==> src/rtl/lpcs_pkg.sv <==
// Purpose: Shared constants for the link path control and status block
// Assumes: One clock pclk at 25 MHz, APB register access
// Notes: Byte offsets are word aligned
package lpcs_pkg;
  localparam int unsigned LANES = 20;
  localparam int unsigned ERRW = 4;
  localparam int unsigned CLK_MHZ = 25;
  localparam int unsigned RESYNC_MIN_NS = 5;
  localparam int unsigned RESYNC_MIN_CYC =
    (RESYNC_MIN_NS * CLK_MHZ + 999) / 1000 < 1 ? 1 :
    (RESYNC_MIN_NS * CLK_MHZ + 999) / 1000;
  // Realign hold in cycles; unused, the decoder leaves init after one cycle
  localparam int unsigned ALIGN_CYC = 16;
  // Register offsets
  localparam logic [7:0] OFS_CTRL = 8'h00;
  localparam logic [7:0] OFS_STAT = 8'h04;
  localparam logic [7:0] OFS_ISTAT = 8'h08;
  localparam logic [7:0] OFS_IMASK = 8'h0c;
  localparam logic [7:0] OFS_ERRSUM = 8'h10;
  // Control bits
  localparam int unsigned B_TXP = 0;
  localparam int unsigned B_FRF = 1;
  localparam int unsigned B_FID = 2;
  localparam int unsigned B_RXP = 3;
  localparam logic [3:0] CTRL_RST = 4'h8;
  // Interrupt events
  localparam int unsigned IRQ_W = 3;
  localparam int unsigned E_LFLT = 0;
  localparam int unsigned E_REALN = 1;
  localparam int unsigned E_FERR = 2;
  // Transmit code words
  typedef enum logic [1:0] {
    LPCS_TX_IDLE = 2'b00,
    LPCS_TX_DATA = 2'b01,
    LPCS_TX_RFLT = 2'b10
  } lpcs_tx_word_t;
  typedef enum logic [1:0] {
    LPCS_DEC_INIT = 2'b00,
    LPCS_DEC_ALIGN = 2'b01,
    LPCS_DEC_RUN = 2'b10
  } lpcs_dec_t;
endpackage

==> src/rtl/lpcs_top.sv <==
// Purpose: Transmit/receive path control and status, APB registers
// Assumes: Resync pin is asynchronous; others on pclk
// Notes: Per-lane error increments come from the lane decoders
// Contract
// - Permit high sends packets; permit low sends only idle words
// - Permit dropped mid-packet: finish packet, start no more
// - Forced remote fault high: send only remote fault words
// - Forced idle high: send only idle words; with forced remote fault also high, remote fault words are sent
// - Local fault flag high exactly while decoder in init
// - Receive permit low: finish packet, stop decode, silence stats
// - Forced realign high resets receive path, then realigns
// - Four-bit sync header error count per lane, twenty lanes
// - Lane error value valid only while its strobe is high
// - Values may change any cycle; each valid one is an increment
//
// The address map and the APB slave port were decided locally.
module lpcs_top #(
  parameter int unsigned LANES = lpcs_pkg::LANES,
  parameter int unsigned ERRW = lpcs_pkg::ERRW
) (
  // Clock and reset
  input wire logic pclk,
  input wire logic presetn,
  // APB slave
  input wire logic psel,
  input wire logic penable,
  input wire logic pwrite,
  input wire logic [7:0] paddr,
  input wire logic [31:0] pwdata,
  output logic [31:0] prdata,
  output logic pready,
  output logic pslverr,
  // Transmit path
  input wire logic tx_pkt_start,
  input wire logic tx_pkt_end,
  output lpcs_pkg::lpcs_tx_word_t tx_word,
  output logic tx_in_packet,
  output logic tx_local_fault,
  // Receive path
  input wire logic rx_force_realign,
  input wire logic rx_pkt_start,
  input wire logic rx_pkt_end,
  input wire logic rx_aligned,
  input wire logic [LANES*ERRW-1:0] lane_err_raw,
  input wire logic [LANES-1:0] lane_err_hit,
  output logic rx_decoding,
  output logic rx_data_active,
  output logic [LANES*ERRW-1:0] rx_framing_err,
  output logic [LANES-1:0] rx_framing_err_valid,
  // Interrupt
  output logic irq
);
  logic [3:0] ctrl_q;
  logic [lpcs_pkg::IRQ_W-1:0] istat_q;
  logic [lpcs_pkg::IRQ_W-1:0] imask_q;
  logic [15:0] errsum_q;
  logic wr_en;
  logic rd_en;
  logic tx_permit;
  logic tx_frf;
  logic tx_fid;
  logic rx_permit;

  assign tx_permit = ctrl_q[lpcs_pkg::B_TXP];
  assign tx_frf = ctrl_q[lpcs_pkg::B_FRF];
  assign tx_fid = ctrl_q[lpcs_pkg::B_FID];
  assign rx_permit = ctrl_q[lpcs_pkg::B_RXP];

  // APB: zero wait states, unmapped addresses answer with an error
  assign pready = 1'b1;
  assign wr_en = psel & penable & pwrite;
  assign rd_en = psel & ~pwrite;

  always_ff @(posedge pclk or negedge presetn)
  begin
    if (!presetn)
      ctrl_q <= lpcs_pkg::CTRL_RST;
    else if (wr_en && paddr == lpcs_pkg::OFS_CTRL)
      ctrl_q <= pwdata[3:0];
  end

  always_ff @(posedge pclk or negedge presetn)
  begin
    if (!presetn)
      imask_q <= '0;
    else if (wr_en && paddr == lpcs_pkg::OFS_IMASK)
      imask_q <= pwdata[lpcs_pkg::IRQ_W-1:0];
  end

  // Realign pin: two-flop synchroniser; only the second flop is read
  logic rsy_m_q;
  logic rsy_s_q;
  always_ff @(posedge pclk or negedge presetn)
  begin
    if (!presetn)
    begin
      rsy_m_q <= 1'b0;
      rsy_s_q <= 1'b0;
    end
    else
    begin
      rsy_m_q <= rx_force_realign;
      rsy_s_q <= rsy_m_q;
    end
  end

  // Transmit: packet tracking; a packet only starts under permit
  logic tx_pkt_q;
  logic tx_may_start;
  assign tx_may_start = tx_permit & ~tx_frf & ~tx_fid;
  always_ff @(posedge pclk or negedge presetn)
  begin
    if (!presetn)
      tx_pkt_q <= 1'b0;
    else if (tx_pkt_q && tx_pkt_end)
      tx_pkt_q <= 1'b0;
    else if (!tx_pkt_q && tx_pkt_start && tx_may_start)
      tx_pkt_q <= 1'b1;
  end
  assign tx_in_packet = tx_pkt_q;

  // Forced modes override any packet; remote fault wins
  lpcs_pkg::lpcs_tx_word_t tx_word_d;
  always_comb
  begin
    if (tx_frf)
      tx_word_d = lpcs_pkg::LPCS_TX_RFLT;
    else if (tx_fid)
      tx_word_d = lpcs_pkg::LPCS_TX_IDLE;
    else if (tx_pkt_q || (tx_pkt_start && tx_permit))
      tx_word_d = lpcs_pkg::LPCS_TX_DATA;
    else
      tx_word_d = lpcs_pkg::LPCS_TX_IDLE;
  end
  always_ff @(posedge pclk or negedge presetn)
  begin
    if (!presetn)
      tx_word <= lpcs_pkg::LPCS_TX_IDLE;
    else
      tx_word <= tx_word_d;
  end

  // Receive decoder state; realign forces init
  lpcs_pkg::lpcs_dec_t dec_q;
  logic rx_pkt_q;
  always_ff @(posedge pclk or negedge presetn)
  begin
    if (!presetn)
      dec_q <= lpcs_pkg::LPCS_DEC_INIT;
    else if (rsy_s_q)
      dec_q <= lpcs_pkg::LPCS_DEC_INIT;
    else
      unique case (dec_q)
        lpcs_pkg::LPCS_DEC_INIT:
          dec_q <= lpcs_pkg::LPCS_DEC_ALIGN;
        lpcs_pkg::LPCS_DEC_ALIGN:
          if (rx_aligned)
            dec_q <= lpcs_pkg::LPCS_DEC_RUN;
        lpcs_pkg::LPCS_DEC_RUN:
          if (!rx_aligned)
            dec_q <= lpcs_pkg::LPCS_DEC_ALIGN;
        default:
          dec_q <= lpcs_pkg::LPCS_DEC_INIT;
      endcase
  end
  assign tx_local_fault = (dec_q == lpcs_pkg::LPCS_DEC_INIT);

  // Receive permit: current packet finishes before decoding stops
  logic rx_run;
  assign rx_run = dec_q == lpcs_pkg::LPCS_DEC_RUN;
  always_ff @(posedge pclk or negedge presetn)
  begin
    if (!presetn)
      rx_pkt_q <= 1'b0;
    else if (!rx_run || (rx_pkt_q && rx_pkt_end))
      rx_pkt_q <= 1'b0;
    else if (!rx_pkt_q && rx_pkt_start && rx_permit)
      rx_pkt_q <= 1'b1;
  end
  logic rx_dec_q;
  always_ff @(posedge pclk or negedge presetn)
  begin
    if (!presetn)
      rx_dec_q <= 1'b0;
    else
      rx_dec_q <= rx_run & (rx_permit | rx_pkt_q);
  end
  assign rx_decoding = rx_dec_q;
  assign rx_data_active = rx_pkt_q;

  // Per-lane framing error increments
  logic [LANES-1:0] fe_any;
  genvar g;
  generate
    for (g = 0; g < LANES; g++)
    begin : g_lane
      always_ff @(posedge pclk or negedge presetn)
      begin
        if (!presetn)
        begin
          rx_framing_err[g*ERRW +: ERRW] <= '0;
          rx_framing_err_valid[g] <= 1'b0;
        end
        else
        begin
          rx_framing_err[g*ERRW +: ERRW] <=
            lane_err_raw[g*ERRW +: ERRW];
          rx_framing_err_valid[g] <= lane_err_hit[g] & rx_dec_q;
        end
      end
      assign fe_any[g] = rx_framing_err_valid[g] &
        (rx_framing_err[g*ERRW +: ERRW] != '0);

      property p_valid_tracks;
        @(posedge pclk) disable iff (!presetn)
          rx_framing_err_valid[g] |->
            $past(lane_err_hit[g]) && $past(rx_dec_q);
      endproperty
      a_valid_tracks: assert property (p_valid_tracks)
        else $error("lane valid without decode");
      // The increment must be the one the lane decoder offered
      property p_value_tracks;
        @(posedge pclk) disable iff (!presetn)
          rx_framing_err_valid[g] |->
            rx_framing_err[g*ERRW +: ERRW] ==
            $past(lane_err_raw[g*ERRW +: ERRW]);
      endproperty
      a_value_tracks: assert property (p_value_tracks)
        else $error("lane increment not passed on");
    end
  endgenerate

  // Summary counter of reported increments
  logic [15:0] inc_sum;
  always_comb
  begin
    inc_sum = '0;
    for (int i = 0; i < LANES; i++)
      if (rx_framing_err_valid[i])
        inc_sum = inc_sum + 16'(rx_framing_err[i*ERRW +: ERRW]);
  end
  always_ff @(posedge pclk or negedge presetn)
  begin
    if (!presetn)
      errsum_q <= '0;
    else
      errsum_q <= errsum_q + inc_sum;
  end

  // Sticky events; set wins over write-one-clear
  logic [lpcs_pkg::IRQ_W-1:0] ev;
  logic [lpcs_pkg::IRQ_W-1:0] w1c;
  assign ev[lpcs_pkg::E_LFLT] = tx_local_fault;
  assign ev[lpcs_pkg::E_REALN] = rsy_s_q;
  assign ev[lpcs_pkg::E_FERR] = |fe_any;
  assign w1c = (wr_en && paddr == lpcs_pkg::OFS_ISTAT) ?
    pwdata[lpcs_pkg::IRQ_W-1:0] : '0;
  always_ff @(posedge pclk or negedge presetn)
  begin
    if (!presetn)
      istat_q <= '0;
    else
      istat_q <= (istat_q & ~w1c) | ev;
  end
  assign irq = |(istat_q & imask_q);

  // Read mux
  logic [31:0] rdata_d;
  logic hit;
  always_comb
  begin
    rdata_d = '0;
    hit = 1'b1;
    unique case (paddr)
      lpcs_pkg::OFS_CTRL: rdata_d[3:0] = ctrl_q;
      lpcs_pkg::OFS_STAT: rdata_d[5:0] = {rx_pkt_q, rx_dec_q, dec_q,
        tx_pkt_q, tx_local_fault};
      lpcs_pkg::OFS_ISTAT: rdata_d[lpcs_pkg::IRQ_W-1:0] = istat_q;
      lpcs_pkg::OFS_IMASK: rdata_d[lpcs_pkg::IRQ_W-1:0] = imask_q;
      lpcs_pkg::OFS_ERRSUM: rdata_d[15:0] = errsum_q;
      default: hit = 1'b0;
    endcase
  end
  assign prdata = rd_en ? rdata_d : '0;
  assign pslverr = psel & penable & ~hit;

  property p_rf_prio;
    @(posedge pclk) disable iff (!presetn)
      tx_frf |=> tx_word == lpcs_pkg::LPCS_TX_RFLT;
  endproperty
  a_rf_prio: assert property (p_rf_prio)
    else $error("remote fault not sent");
  property p_idle;
    @(posedge pclk) disable iff (!presetn)
      tx_fid && !tx_frf |=> tx_word == lpcs_pkg::LPCS_TX_IDLE;
  endproperty
  a_idle: assert property (p_idle)
    else $error("forced idle not sent");
  property p_both;
    @(posedge pclk) disable iff (!presetn)
      tx_frf && tx_fid |=> tx_word != lpcs_pkg::LPCS_TX_IDLE;
  endproperty
  a_both: assert property (p_both)
    else $error("idle won over remote fault");
  property p_noperm;
    @(posedge pclk) disable iff (!presetn)
      !tx_permit && !tx_pkt_q |=> !tx_pkt_q;
  endproperty
  a_noperm: assert property (p_noperm)
    else $error("packet began without permit");
  property p_finish;
    @(posedge pclk) disable iff (!presetn)
      tx_pkt_q && !tx_pkt_end |=> tx_pkt_q;
  endproperty
  a_finish: assert property (p_finish)
    else $error("packet cut short");
  // Init lasts one cycle unless the realign request is still held
  property p_lf;
    @(posedge pclk) disable iff (!presetn)
      tx_local_fault && !rsy_s_q |=> !tx_local_fault;
  endproperty
  a_lf: assert property (p_lf)
    else $error("local fault mismatch");
  property p_realign;
    @(posedge pclk) disable iff (!presetn)
      rsy_s_q |=> tx_local_fault && dec_q == lpcs_pkg::LPCS_DEC_INIT;
  endproperty
  a_realign: assert property (p_realign)
    else $error("realign did not reset decoder");
  property p_rxoff;
    @(posedge pclk) disable iff (!presetn)
      !rx_permit && !rx_pkt_q |=>
        !rx_dec_q ##1 rx_framing_err_valid == '0;
  endproperty
  a_rxoff: assert property (p_rxoff)
    else $error("decode kept after permit drop");
endmodule
==> config.mk <==
export PLATFORM = sky130hd
export DESIGN_NAME = lpcs_top
export DESIGN_NICKNAME = d
export VERILOG_FILES = /design/src/rtl/lpcs_pkg.sv /design/src/rtl/lpcs_top.sv
export SDC_FILE = /design/constraint.sdc
export NUM_CORES = 1
export LEC_CHECK = 0
export BUFFER_PORTS_ARGS = -buffer_cell sky130_fd_sc_hd__buf_4
export CORE_AREA = 5 5 185 187
export CTS_BUF_LIST = sky130_fd_sc_hd__clkbuf_4 sky130_fd_sc_hd__clkbuf_8
export DETAILED_ROUTE_END_ITERATION = 10
export DIE_AREA = 0 0 190 192
export GPL_TIMING_DRIVEN = 0
export PLACE_DENSITY = 0.65
export SYNTH_ARGS = -nofsm -noshare
export SYNTH_HDL_FRONTEND = slang
export SYNTH_SLANG_ARGS = --single-unit
export TNS_END_PERCENT = 10
==> constraint.sdc <==
create_clock -name pclk -period 39.6 [get_ports pclk]
set_input_delay 7.92 -clock pclk [delete_from_list [all_inputs] [get_ports pclk]]
set_output_delay 7.92 -clock pclk [all_outputs]
set_load 0.01 [all_outputs]
* After elaboration in Yosys (flattened, before gate mapping)
Index checks and enable logic that the tools add are counted.
** Storage, ports and cells
- Bits in registers :: 135
- Word-level logic and storage cells :: 216
- Bits of input ports :: 151
** Cells by class
- Bitwise operators :: 56
- Equality and inequality tests :: 8
- Reduce and logical (&&, ||, !) cells :: 43
- $add $sub $neg :: 20
- Multiplexer cells :: 38
** Operators with widths (count)
- 16-bit 2-to-1 mux :: 20
- 16-bit by 4-bit adder with 16-bit output :: 19
- 4-bit nonzero test :: 20
- 1-bit bitwise AND :: 47
- 20-bit OR reduction :: 1
- 16-bit adder :: 1
- 8-bit by 4-bit == test with 1-bit output (second input constant) :: 2
- 3-bit one-hot mux with 5 select lines :: 1
- 1-bit logical AND :: 10
- 10-bit 2-to-1 mux :: 1
- 2-bit 2-to-1 mux :: 5
- 8-bit by 3-bit == test with 1-bit output (second input constant) :: 1
- 8-bit by 5-bit == test with 1-bit output (second input constant) :: 1
- 8-bit logical NOT :: 1
- 3-bit bitwise AND :: 2
- 1-bit 2-to-1 mux :: 6
- 3-bit != test (second input constant) :: 2
- 2-bit one-hot mux with 3 select lines :: 1
- 5-bit OR reduction :: 1
- 4-bit 2-to-1 mux :: 1
- 1-bit inverter :: 4
- 2-bit one-hot mux with 2 select lines :: 1
- 2-bit nonzero test :: 2
- 1-bit logical NOT :: 3
- 11 further kinds :: 12

* Longest topological paths before layout
Gate-level depths: netlist of run 1.
- Word-level depth :: 40
- Gate-level depth with buffers :: 97

* Least setup slack after synthesis of run 1
Ideal clock, no wire load.
- Kind :: reg2reg
- Start :: register rx_framing_err_valid[0]
- End :: register errsum_q[15]
- Data required time :: 39520 ps
- Path buffers :: 0
- Library setup time :: 80 ps
- Path slack :: 22479 ps
- Data arrival time :: 17041 ps
- Cell stages (with the launch flop) :: 81
- Path through :: dfrtp_1 and2_1 ha_1 inv_1 fa_1 nor2b_1 or2_2 inv_1 fa_1 nand2_1 o21ai_0 fa_1 nor2_1 or2_2 inv_1 fa_1 nand2_1 o21a_1 [... 45 more ...] ha_1 a21o_1 a21oi_1 o21bai_1 a21oi_1 o21bai_1 a21oi_1 nor2b_1 nor2_1 nor2_1 o21ai_0 nand2b_1 a21oi_1 o21bai_1 a21oi_1 o21bai_1 a21oi_1 xnor2_1
** Between the ends
- Longest elaborated chain between the ends :: 40
** RTL lines
- start: declaration :: RTL line lpcs_top.sv:49 : output logic [LANES-1:0] rx_framing_err_valid,
- start signal: indexed assignment :: RTL line lpcs_top.sv:208 : rx_framing_err_valid[g] <= lane_err_hit[g] & rx_dec_q;
- 4-bit 2-to-1 mux * :: RTL line lpcs_top.sv:239 : if (rx_framing_err_valid[i])
- 16-bit by 4-bit adder with 16-bit output :: RTL line lpcs_top.sv:240 : inc_sum = inc_sum + 16'(rx_framing_err[i*ERRW +: ERRW]);
- 16-bit 2-to-1 mux * :: RTL line lpcs_top.sv:239
- 16-bit by 4-bit adder with 16-bit output :: RTL line lpcs_top.sv:240
- 16-bit 2-to-1 mux * :: RTL line lpcs_top.sv:239
- 16-bit by 4-bit adder with 16-bit output :: RTL line lpcs_top.sv:240
- 16-bit 2-to-1 mux * :: RTL line lpcs_top.sv:239
- 16-bit by 4-bit adder with 16-bit output :: RTL line lpcs_top.sv:240
- [... 24 more ...]
- 16-bit 2-to-1 mux * :: RTL line lpcs_top.sv:239
- 16-bit by 4-bit adder with 16-bit output :: RTL line lpcs_top.sv:240
- 16-bit 2-to-1 mux * :: RTL line lpcs_top.sv:239
- 16-bit by 4-bit adder with 16-bit output :: RTL line lpcs_top.sv:240
- 16-bit 2-to-1 mux * :: RTL line lpcs_top.sv:239
- 16-bit by 4-bit adder with 16-bit output :: RTL line lpcs_top.sv:240
- 16-bit 2-to-1 mux * :: RTL line lpcs_top.sv:239
- 16-bit adder * :: RTL line lpcs_top.sv:247 : errsum_q <= errsum_q + inc_sum;
- end signal: assignment :: RTL line lpcs_top.sv:247
- end: declaration :: RTL line lpcs_top.sv:56 : logic [15:0] errsum_q;
Mark *: on every way between the ends. The rest lies on a longest branch, timed or not.
A chain may end at the register's enable or synchronous reset.

* Worst setup path in the final report of run 1
Same ends and word-level chain as after synthesis.

==> results of run 1 <==
kinds of logic after synthesis:
family,synth area share
xor gates and xnor gates,0.0987
AOI/OAI and AO/OA,0.174
DFF,0.313
buffers and inverters,0.0504
muxes,0.0646
other,0.000694
adders and majority gates,0.146
and+or+nand+nor,0.153
worst reg2reg max path: cells and delay by family (launching register included):
kind | cells | cell delay, ns
AO/OA/AOI/OAI | 21 | 3.74
XOR/XNOR | 1 | 0.13
adder cells (fa/ha/maj) | 21 | 9.81
buffers and inverters | 11 | 1.02
flip-flops | 1 | 0.46
multiplexers | 8 | 2.13
AND/OR/NAND/NOR | 18 | 1.73
cell type report:
type / instances / area share
Multi-Input combinational cell: 885 / 0.508
Sequential cell: 135 / 0.247
Timing Repair Buffer: 244 / 0.135
Tap cell: 442 / 0.0404
Inverter: 87 / 0.0238
Clock buffer: 20 / 0.0192
Buffer: 39 / 0.0160
Clock inverter: 12 / 0.0103
state kept, by name (all words and copies together) (netlist names):
| register | count |
|---|---|
| imask_q | 3 |
| ctrl_q | 4 |
| tx_in_packet | 1 |
| dec_q | 2 |
| rx_data_active | 1 |
| rx_decoding | 1 |
| rsy_s_q | 1 |
| istat_q | 3 |
| tx_word | 2 |
| rsy_m_q | 1 |
| rx_framing_err_valid | 20 |
| rx_framing_err | 80 |
| errsum_q | 16 |
layout by cell type (no fill, tap or decap), types with 6 or more instances in the layout:
master / count
a211oi_1: 13
a21o_1: 31
a21oi_1: 54
a31oi_1: 6
and2_1: 41
buf_4: 260
clkbuf_1: 17
clkbuf_8: 18
conb_1: 21
dfrtp_1: 134
fa_1: 20
ha_1: 91
inv_1: 87
mux2_2: 42
mux2i_1: 21
nand2_1: 64
nand2b_1: 23
nand3_1: 17
nand4_1: 9
nor2_1: 55
nor2b_1: 37
nor3_1: 18
o211ai_1: 11
o21a_1: 17
o21ai_0: 52
o21bai_1: 12
o31ai_1: 7
o41ai_1: 18
or2_2: 8
xnor2_1: 67
xor2_1: 22
power groups by stage:
| stage | sequential [mW] | combinational, mW | clock [mW] |
|---|---|---|---|
| floorplan | 0.156 | 0.0235 | 0 |
| CTS | 0.155 | 0.0490 | 0.128 |
| global placement | 0.158 | 0.0469 | 0 |
| finish | 0.155 | 0.0484 | 0.123 |
| global route | 0.156 | 0.0549 | 0.133 |
| detailed placement | 0.158 | 0.0490 | 0 |
worst paths after layout:
kind	from	to	slack (ns)	cells after the start
max in group asynchronous	presetn	ctrl_q[3]$_DFFE_PN1P_	31.42	2
hold reg to reg	rsy_m_q$_DFF_PN0_	rsy_s_q$_DFF_PN0_	0.36	0
hold / removal	rsy_m_q$_DFF_PN0_	rsy_s_q$_DFF_PN0_	0.36	0
setup reg to reg	rx_framing_err_valid[0]$_DFF_PN0_	errsum_q[15]$_DFF_PN0_	20.54	80
min in group asynchronous	presetn	rx_framing_err[55]$_DFF_PN0_	7.35	1
setup / recovery	rx_framing_err_valid[0]$_DFF_PN0_	errsum_q[15]$_DFF_PN0_	20.54	80
layer usage:
layer / global-route usage / up-vias / part of all wire
li1: - / 4522 / -
met3: 0.0396 / 34 / 0.052
met4: 0.0490 / 4 / 0.019
met2: 0.295 / 208 / 0.50
met5: 0 / - / 0.00082
met1: 0.203 / 4326 / 0.43
stage by stage:
step	instance area, µm²	total power, mW	worst slack (ns)	utilization
after floorplan	10900	0.180	22.48	-
after global placement	13300	0.204	20.85	0.411
after detailed placement	13300	0.207	20.36	0.412
after global routing	13700	0.345	18.67	0.424
final	13700	0.326	20.54	0.424
after CTS	13700	0.332	20.31	0.424
==> flow_metrics.py, run 1 <==
metrics = {
    "outcome": {
        "status": "finished, final reports clean",
    },
    "power_and_ir_drop": {
        "p_per_area_mw_per_mm2": 23.8,
        "max-vdd-ir-drop_mv": 0.0284,
        "p_seq_frac": 0.475,
        "leakage_nw": 6.52,
        "netSwitchingFraction": 0.286,
        "clock_power_share": 0.376,
        "pwr-share-comb": 0.149,
        "switching_power_mw": 0.0931,
        "p_int_mw": 0.233,
    },
    "placed_design": {
        "port-buffer-count": 243,
        "place_congestion": 0.870,
        "dp_hpwl_mm": 24.9,
        "dp.cells": 1832,
    },
    "floorplanning": {
        "ioPinCount": 292,
        "dieArea_mm2": 0.0365,
        "die_w_um": 190,
        "initial_core_util": 0.335,
        "core_area_mm2": 0.0323,
        "dieHeight_um": 192,
        "fp-row-count": 66,
    },
    "synthesis": {
        "ys_async_sr_fraction": 1.00,
        "yosysSeqAreaShare": 0.313,
        "synth_top_area_cell": "dfrtp_1",
        "yosysUniqueCellTypes": 80,
        "yosysWarnings": 0,
        "synthFlopType": "dfrtp_1",
        "syn_area_per_cell_um2": 9.60,
        "synth-seq-cells": 135,
        "ys_top_cells_by_area": "dfrtp_1, ha_1, xnor2_1, mux2_2, fa_1",
        "synth_top_area_share": 0.310,
        "synth_commonest_cells": "dfrtp_1, ha_1, inv_1",
        "synth_most_common_cell": "dfrtp_1",
        "syn-cell-area_mm2": 0.0108,
        "synth_edf_count": 0,
        "synthCells": 1127,
    },
    "global_routing": {
        "grt_pass1_wl_mm": 48.2,
        "grt_overflow_total": 0,
        "antenna_found_initial": 2,
        "grt_max_degree": 91,
        "grt_pass1_vias": 9417,
        "grt_util_all_layers": 0.167,
    },
    "clock_network": {
        "htree_levels": 4,
        "cts_made_buffers": 17,
        "cts_tree": "built",
        "post_cts_resized": 0,
        "clock_latency_ns": 0.50,
        "post-cts-setup-buffers": 0,
        "postCtsHoldBufs": 0,
        "root_buffer": "clkbuf_8",
        "cts_sinks": 135,
        "cts_buffer_depth": 2,
        "clk_pin_slew_ns": 0.11,
    },
    "timing": {
        "slew_headroom": 0.221,
        "fmax_mhz": 52.5,
        "setup_viol": 0,
        "rsz0062_at_grt": "false",
        "fin_crit_sh": 0.481,
        "tightest_slew_ns": 1.15,
        "period_minus_slack_ns": 19.06,
        "hold_ws_ns": 0.360,
        "finalHoldViolCount": 0,
        "finalMaxSlewViolations": 0,
        "fin_skew_ns": 0.0345,
        "tns_ns": 0,
    },
    "finish": {
        "final_nets": 1671,
        "n_antenna_cell": 0,
        "multi_input_area_mm2": 0.00696,
        "fillers": 3126,
        "area_delta_synth_final_pct": 26.7,
        "drive_gt1_frac": 0.262,
        "fin_cells": 1864,
        "register_area_mm2": 0.00338,
    },
    "setup_path": {
        "slowest_delay_ns": 0.54,
        "path_buf_inv": 11,
        "cp_slowest_cell": "fa_1",
        "required_ns": 40.03,
        "arrival_ns": 19.49,
        "cpLargestDelayFamily": "adder cells",
        "crit_path_start_kind": "flop",
        "cp-end-kind": "flop",
        "worstPathMaxFanout": 9,
        "critPathKind": "flop to flop",
        "cp_common_cell": "fa_1",
    },
    "detailed_routing": {
        "dr.pass1.iters": 5,
        "vias_per_cell": 4.88,
        "drtIter0Drc": 376,
        "ant_nets": 0,
        "route.detailed.drc": 0,
        "drt_wl_total_mm": 30.4,
        "drt-wirelength-per-cell_um": 16.3,
        "vias": 9094,
    },
    "run": {
        "max_cap_viol_count": 0,
    },
    "min_path": {
        "hp-class": "flop to flop",
    },
}
(Power assumes the default switching activity.)
==> run 2, diff against run 1 <==
--- a/config.mk
+++ b/config.mk
@@ -11,7 +11,7 @@
 export DETAILED_ROUTE_END_ITERATION = 10
 export DIE_AREA = 0 0 190 192
 export GPL_TIMING_DRIVEN = 0
-export PLACE_DENSITY = 0.65
+export PLACE_DENSITY = 0.67
 export SYNTH_ARGS = -nofsm -noshare
 export SYNTH_HDL_FRONTEND = slang
 export SYNTH_SLANG_ARGS = --single-unit
==> constraint.sdc (replaced) <==
create_clock -name pclk -period 16.6 [get_ports pclk]
set_input_delay 3.32 -clock pclk [delete_from_list [all_inputs] [get_ports pclk]]
set_output_delay 3.32 -clock pclk [all_outputs]
set_load 0.01 [all_outputs]
==> flow_metrics.py, run 2 (synthesis results as in run 1) <==
metrics = {
    "outcome": {
        "status": "complete, but fails checks",
        "violations": "negative setup slack",
    },
    "timing": {
        "fmax_mhz": 59.9,
        "tightest_slew_ns": 1.07,
        "finalMaxSlewViolations": 0,
        "period_minus_slack_ns": 16.70,
        "fin_skew_ns": 0.0243,
        "hold_ws_ns": 0.361,
        "finalHoldViolCount": 0,
        "layout_setup_ws_ns": -0.0999,
        "fin_crit_sh": 1.01,
        "slew_headroom": 0.276,
        "rsz0062_at_grt": "true",
        "setup_viol": 3,
    },
    "global_routing": {
        "grt_util_all_layers": 0.171,
        "grt_pass1_wl_mm": 49.9,
        "antenna_found_initial": 1,
        "grt_max_degree": 91,
        "grt_overflow_total": 0,
        "grt_pass1_vias": 10000,
    },
    "run": {
        "max_cap_viol_count": 0,
    },
    "detailed_routing": {
        "wl_met2_mm": 16.4,
        "route.detailed.drc": 0,
        "dr.pass1.iters": 5,
        "wl_met1_mm": 13.1,
        "drtIter0Drc": 373,
        "top_layer": "met5",
        "vias_per_cell": 4.95,
        "vias": 9638,
        "met3_length_mm": 1.78,
        "drt-wirelength-per-cell_um": 16.5,
        "ant_nets": 0,
        "drt_wl_total_mm": 32.2,
    },
    "clock_network": {
        "cts_made_buffers": 17,
        "cts_tree": "built",
        "cts_buffer_depth": 2,
        "clock_latency_ns": 0.48,
        "root_buffer": "clkbuf_8",
        "cts_sinks": 135,
        "htree_levels": 4,
        "postCtsHoldBufs": 0,
        "clk_pin_slew_ns": 0.10,
    },
    "finish": {
        "drive_gt1_frac": 0.373,
        "largest_reg_flops": 80,
        "final_nets": 1756,
        "top_regs": "rx_framing_err (80), rx_framing_err_valid (20), errsum_q (16)",
        "n_antenna_cell": 0,
        "final_common_cell": "buf_4",
        "finalCoreUtilization": 0.465,
        "area_delta_synth_final_pct": 39.0,
        "fin_cells": 1949,
        "top_register": "rx_framing_err",
        "fillers": 3029,
        "layout_common_cells": "buf_4, dfrtp_1, inv_1",
    },
    "floorplanning": {
        "die_w_um": 190,
        "initial_core_util": 0.335,
        "core_area_mm2": 0.0323,
        "fp-row-count": 66,
        "dieArea_mm2": 0.0365,
        "ioPinCount": 292,
        "dieHeight_um": 192,
    },
    "setup_path": {
        "slowest_delay_ns": 0.53,
        "cp-end-kind": "flop",
        "cp_common_cell": "fa_1",
        "arrival_ns": 17.11,
        "required_ns": 17.01,
        "crit_path_start_kind": "flop",
        "critPathKind": "flop to flop",
        "cp_slowest_cell": "fa_2",
        "rr_worst_depth": 90,
        "worstPathMaxFanout": 3,
    },
    "power_and_ir_drop": {
        "max-vdd-ir-drop_mv": 0.0740,
        "leakage_nw": 7.03,
        "p_per_area_mw_per_mm2": 52.6,
    },
    "min_path": {
        "hp-class": "flop to flop",
        "holdPathStages": 0,
    },
    "placed_design": {
        "dp_hpwl_mm": 25.1,
        "port-buffer-count": 243,
        "dp.cells": 1832,
        "place_congestion": 0.860,
    },
}
run 2: what timing repair did:
action | in CTS | in global routing
setup buffers | 73 | 12
endpoints found under the setup margin | 12 | 11
cloned | 0 | 0
hold endpoints to repair | 0 | 0
resized for setup | 90 | 28
pin swaps | 69 | 35
run 2: critical path: cells and delay by family, from the launching register on:
| kind | cells | cell delay [ns] |
|---|---|---|
| AO/OA/AOI/OAI | 23 | 3.11 |
| buffers and inverters | 14 | 1.27 |
| multiplexers | 6 | 1.32 |
| AND/OR/NAND/NOR | 21 | 2.36 |
| adder cells (fa/ha/maj) | 20 | 7.49 |
| flip-flops | 1 | 0.41 |
| XOR/XNOR | 6 | 0.68 |
run 2: power by group:
group,switching (mW),internal [mW],total (mW)
Sequential,0.0217,0.349,0.371
Combinational,0.0583,0.0736,0.132
Clock,0.145,0.143,0.288
Total,0.225,0.566,0.791
run 2: worst paths after layout:
kind / start / endpoint / slack [ns]
max in group asynchronous: presetn / rx_framing_err_valid[0]$_DFF_PN0_ / 13.01
worst min-delay path: rsy_m_q$_DFF_PN0_ / rsy_s_q$_DFF_PN0_ / 0.36
worst max-delay path: rx_framing_err_valid[0]$_DFF_PN0_ / errsum_q[15]$_DFF_PN0_ / -0.1
worst max register to register: rx_framing_err_valid[0]$_DFF_PN0_ / errsum_q[15]$_DFF_PN0_ / -0.1
worst min register to register: rsy_m_q$_DFF_PN0_ / rsy_s_q$_DFF_PN0_ / 0.36
min in group asynchronous: presetn / rx_framing_err_valid[14]$_DFF_PN0_ / 2.77
run 2: cell type report:
type / instances / area, µm² / area share
plain buffers: 39 / 219 / 0.0146
clock buffers: 20 / 263 / 0.0175
clock inverters: 12 / 143 / 0.00949
inverters: 87 / 327 / 0.0217
multi-input cells: 885 / 7650 / 0.509
flip-flops and latches: 135 / 3380 / 0.225
well taps: 442 / 553 / 0.0368
repair buffers: 329 / 2490 / 0.166
run 2: per-stage QoR:
stage	cell area, µm²	setup TNS [ns]	power [mW]	worst slack, ns
after floorplan	11000	0	0.431	0.00638
after global placement	13300	-5.89	0.488	-1.15
after detailed placement	13400	-10.61	0.495	-1.64
after CTS	14700	-0.289	0.801	-0.163
after global routing	15000	-6.34	0.834	-1.03
final	15000	-0.227	0.791	-0.0999
run 2: metal layers:
metal / vias to the layer above / track usage
met5: - / 0
met4: 2 / 0.0618
met3: 47 / 0.0425
met2: 252 / 0.310
met1: 4639 / 0.196
li1: 4698 / -
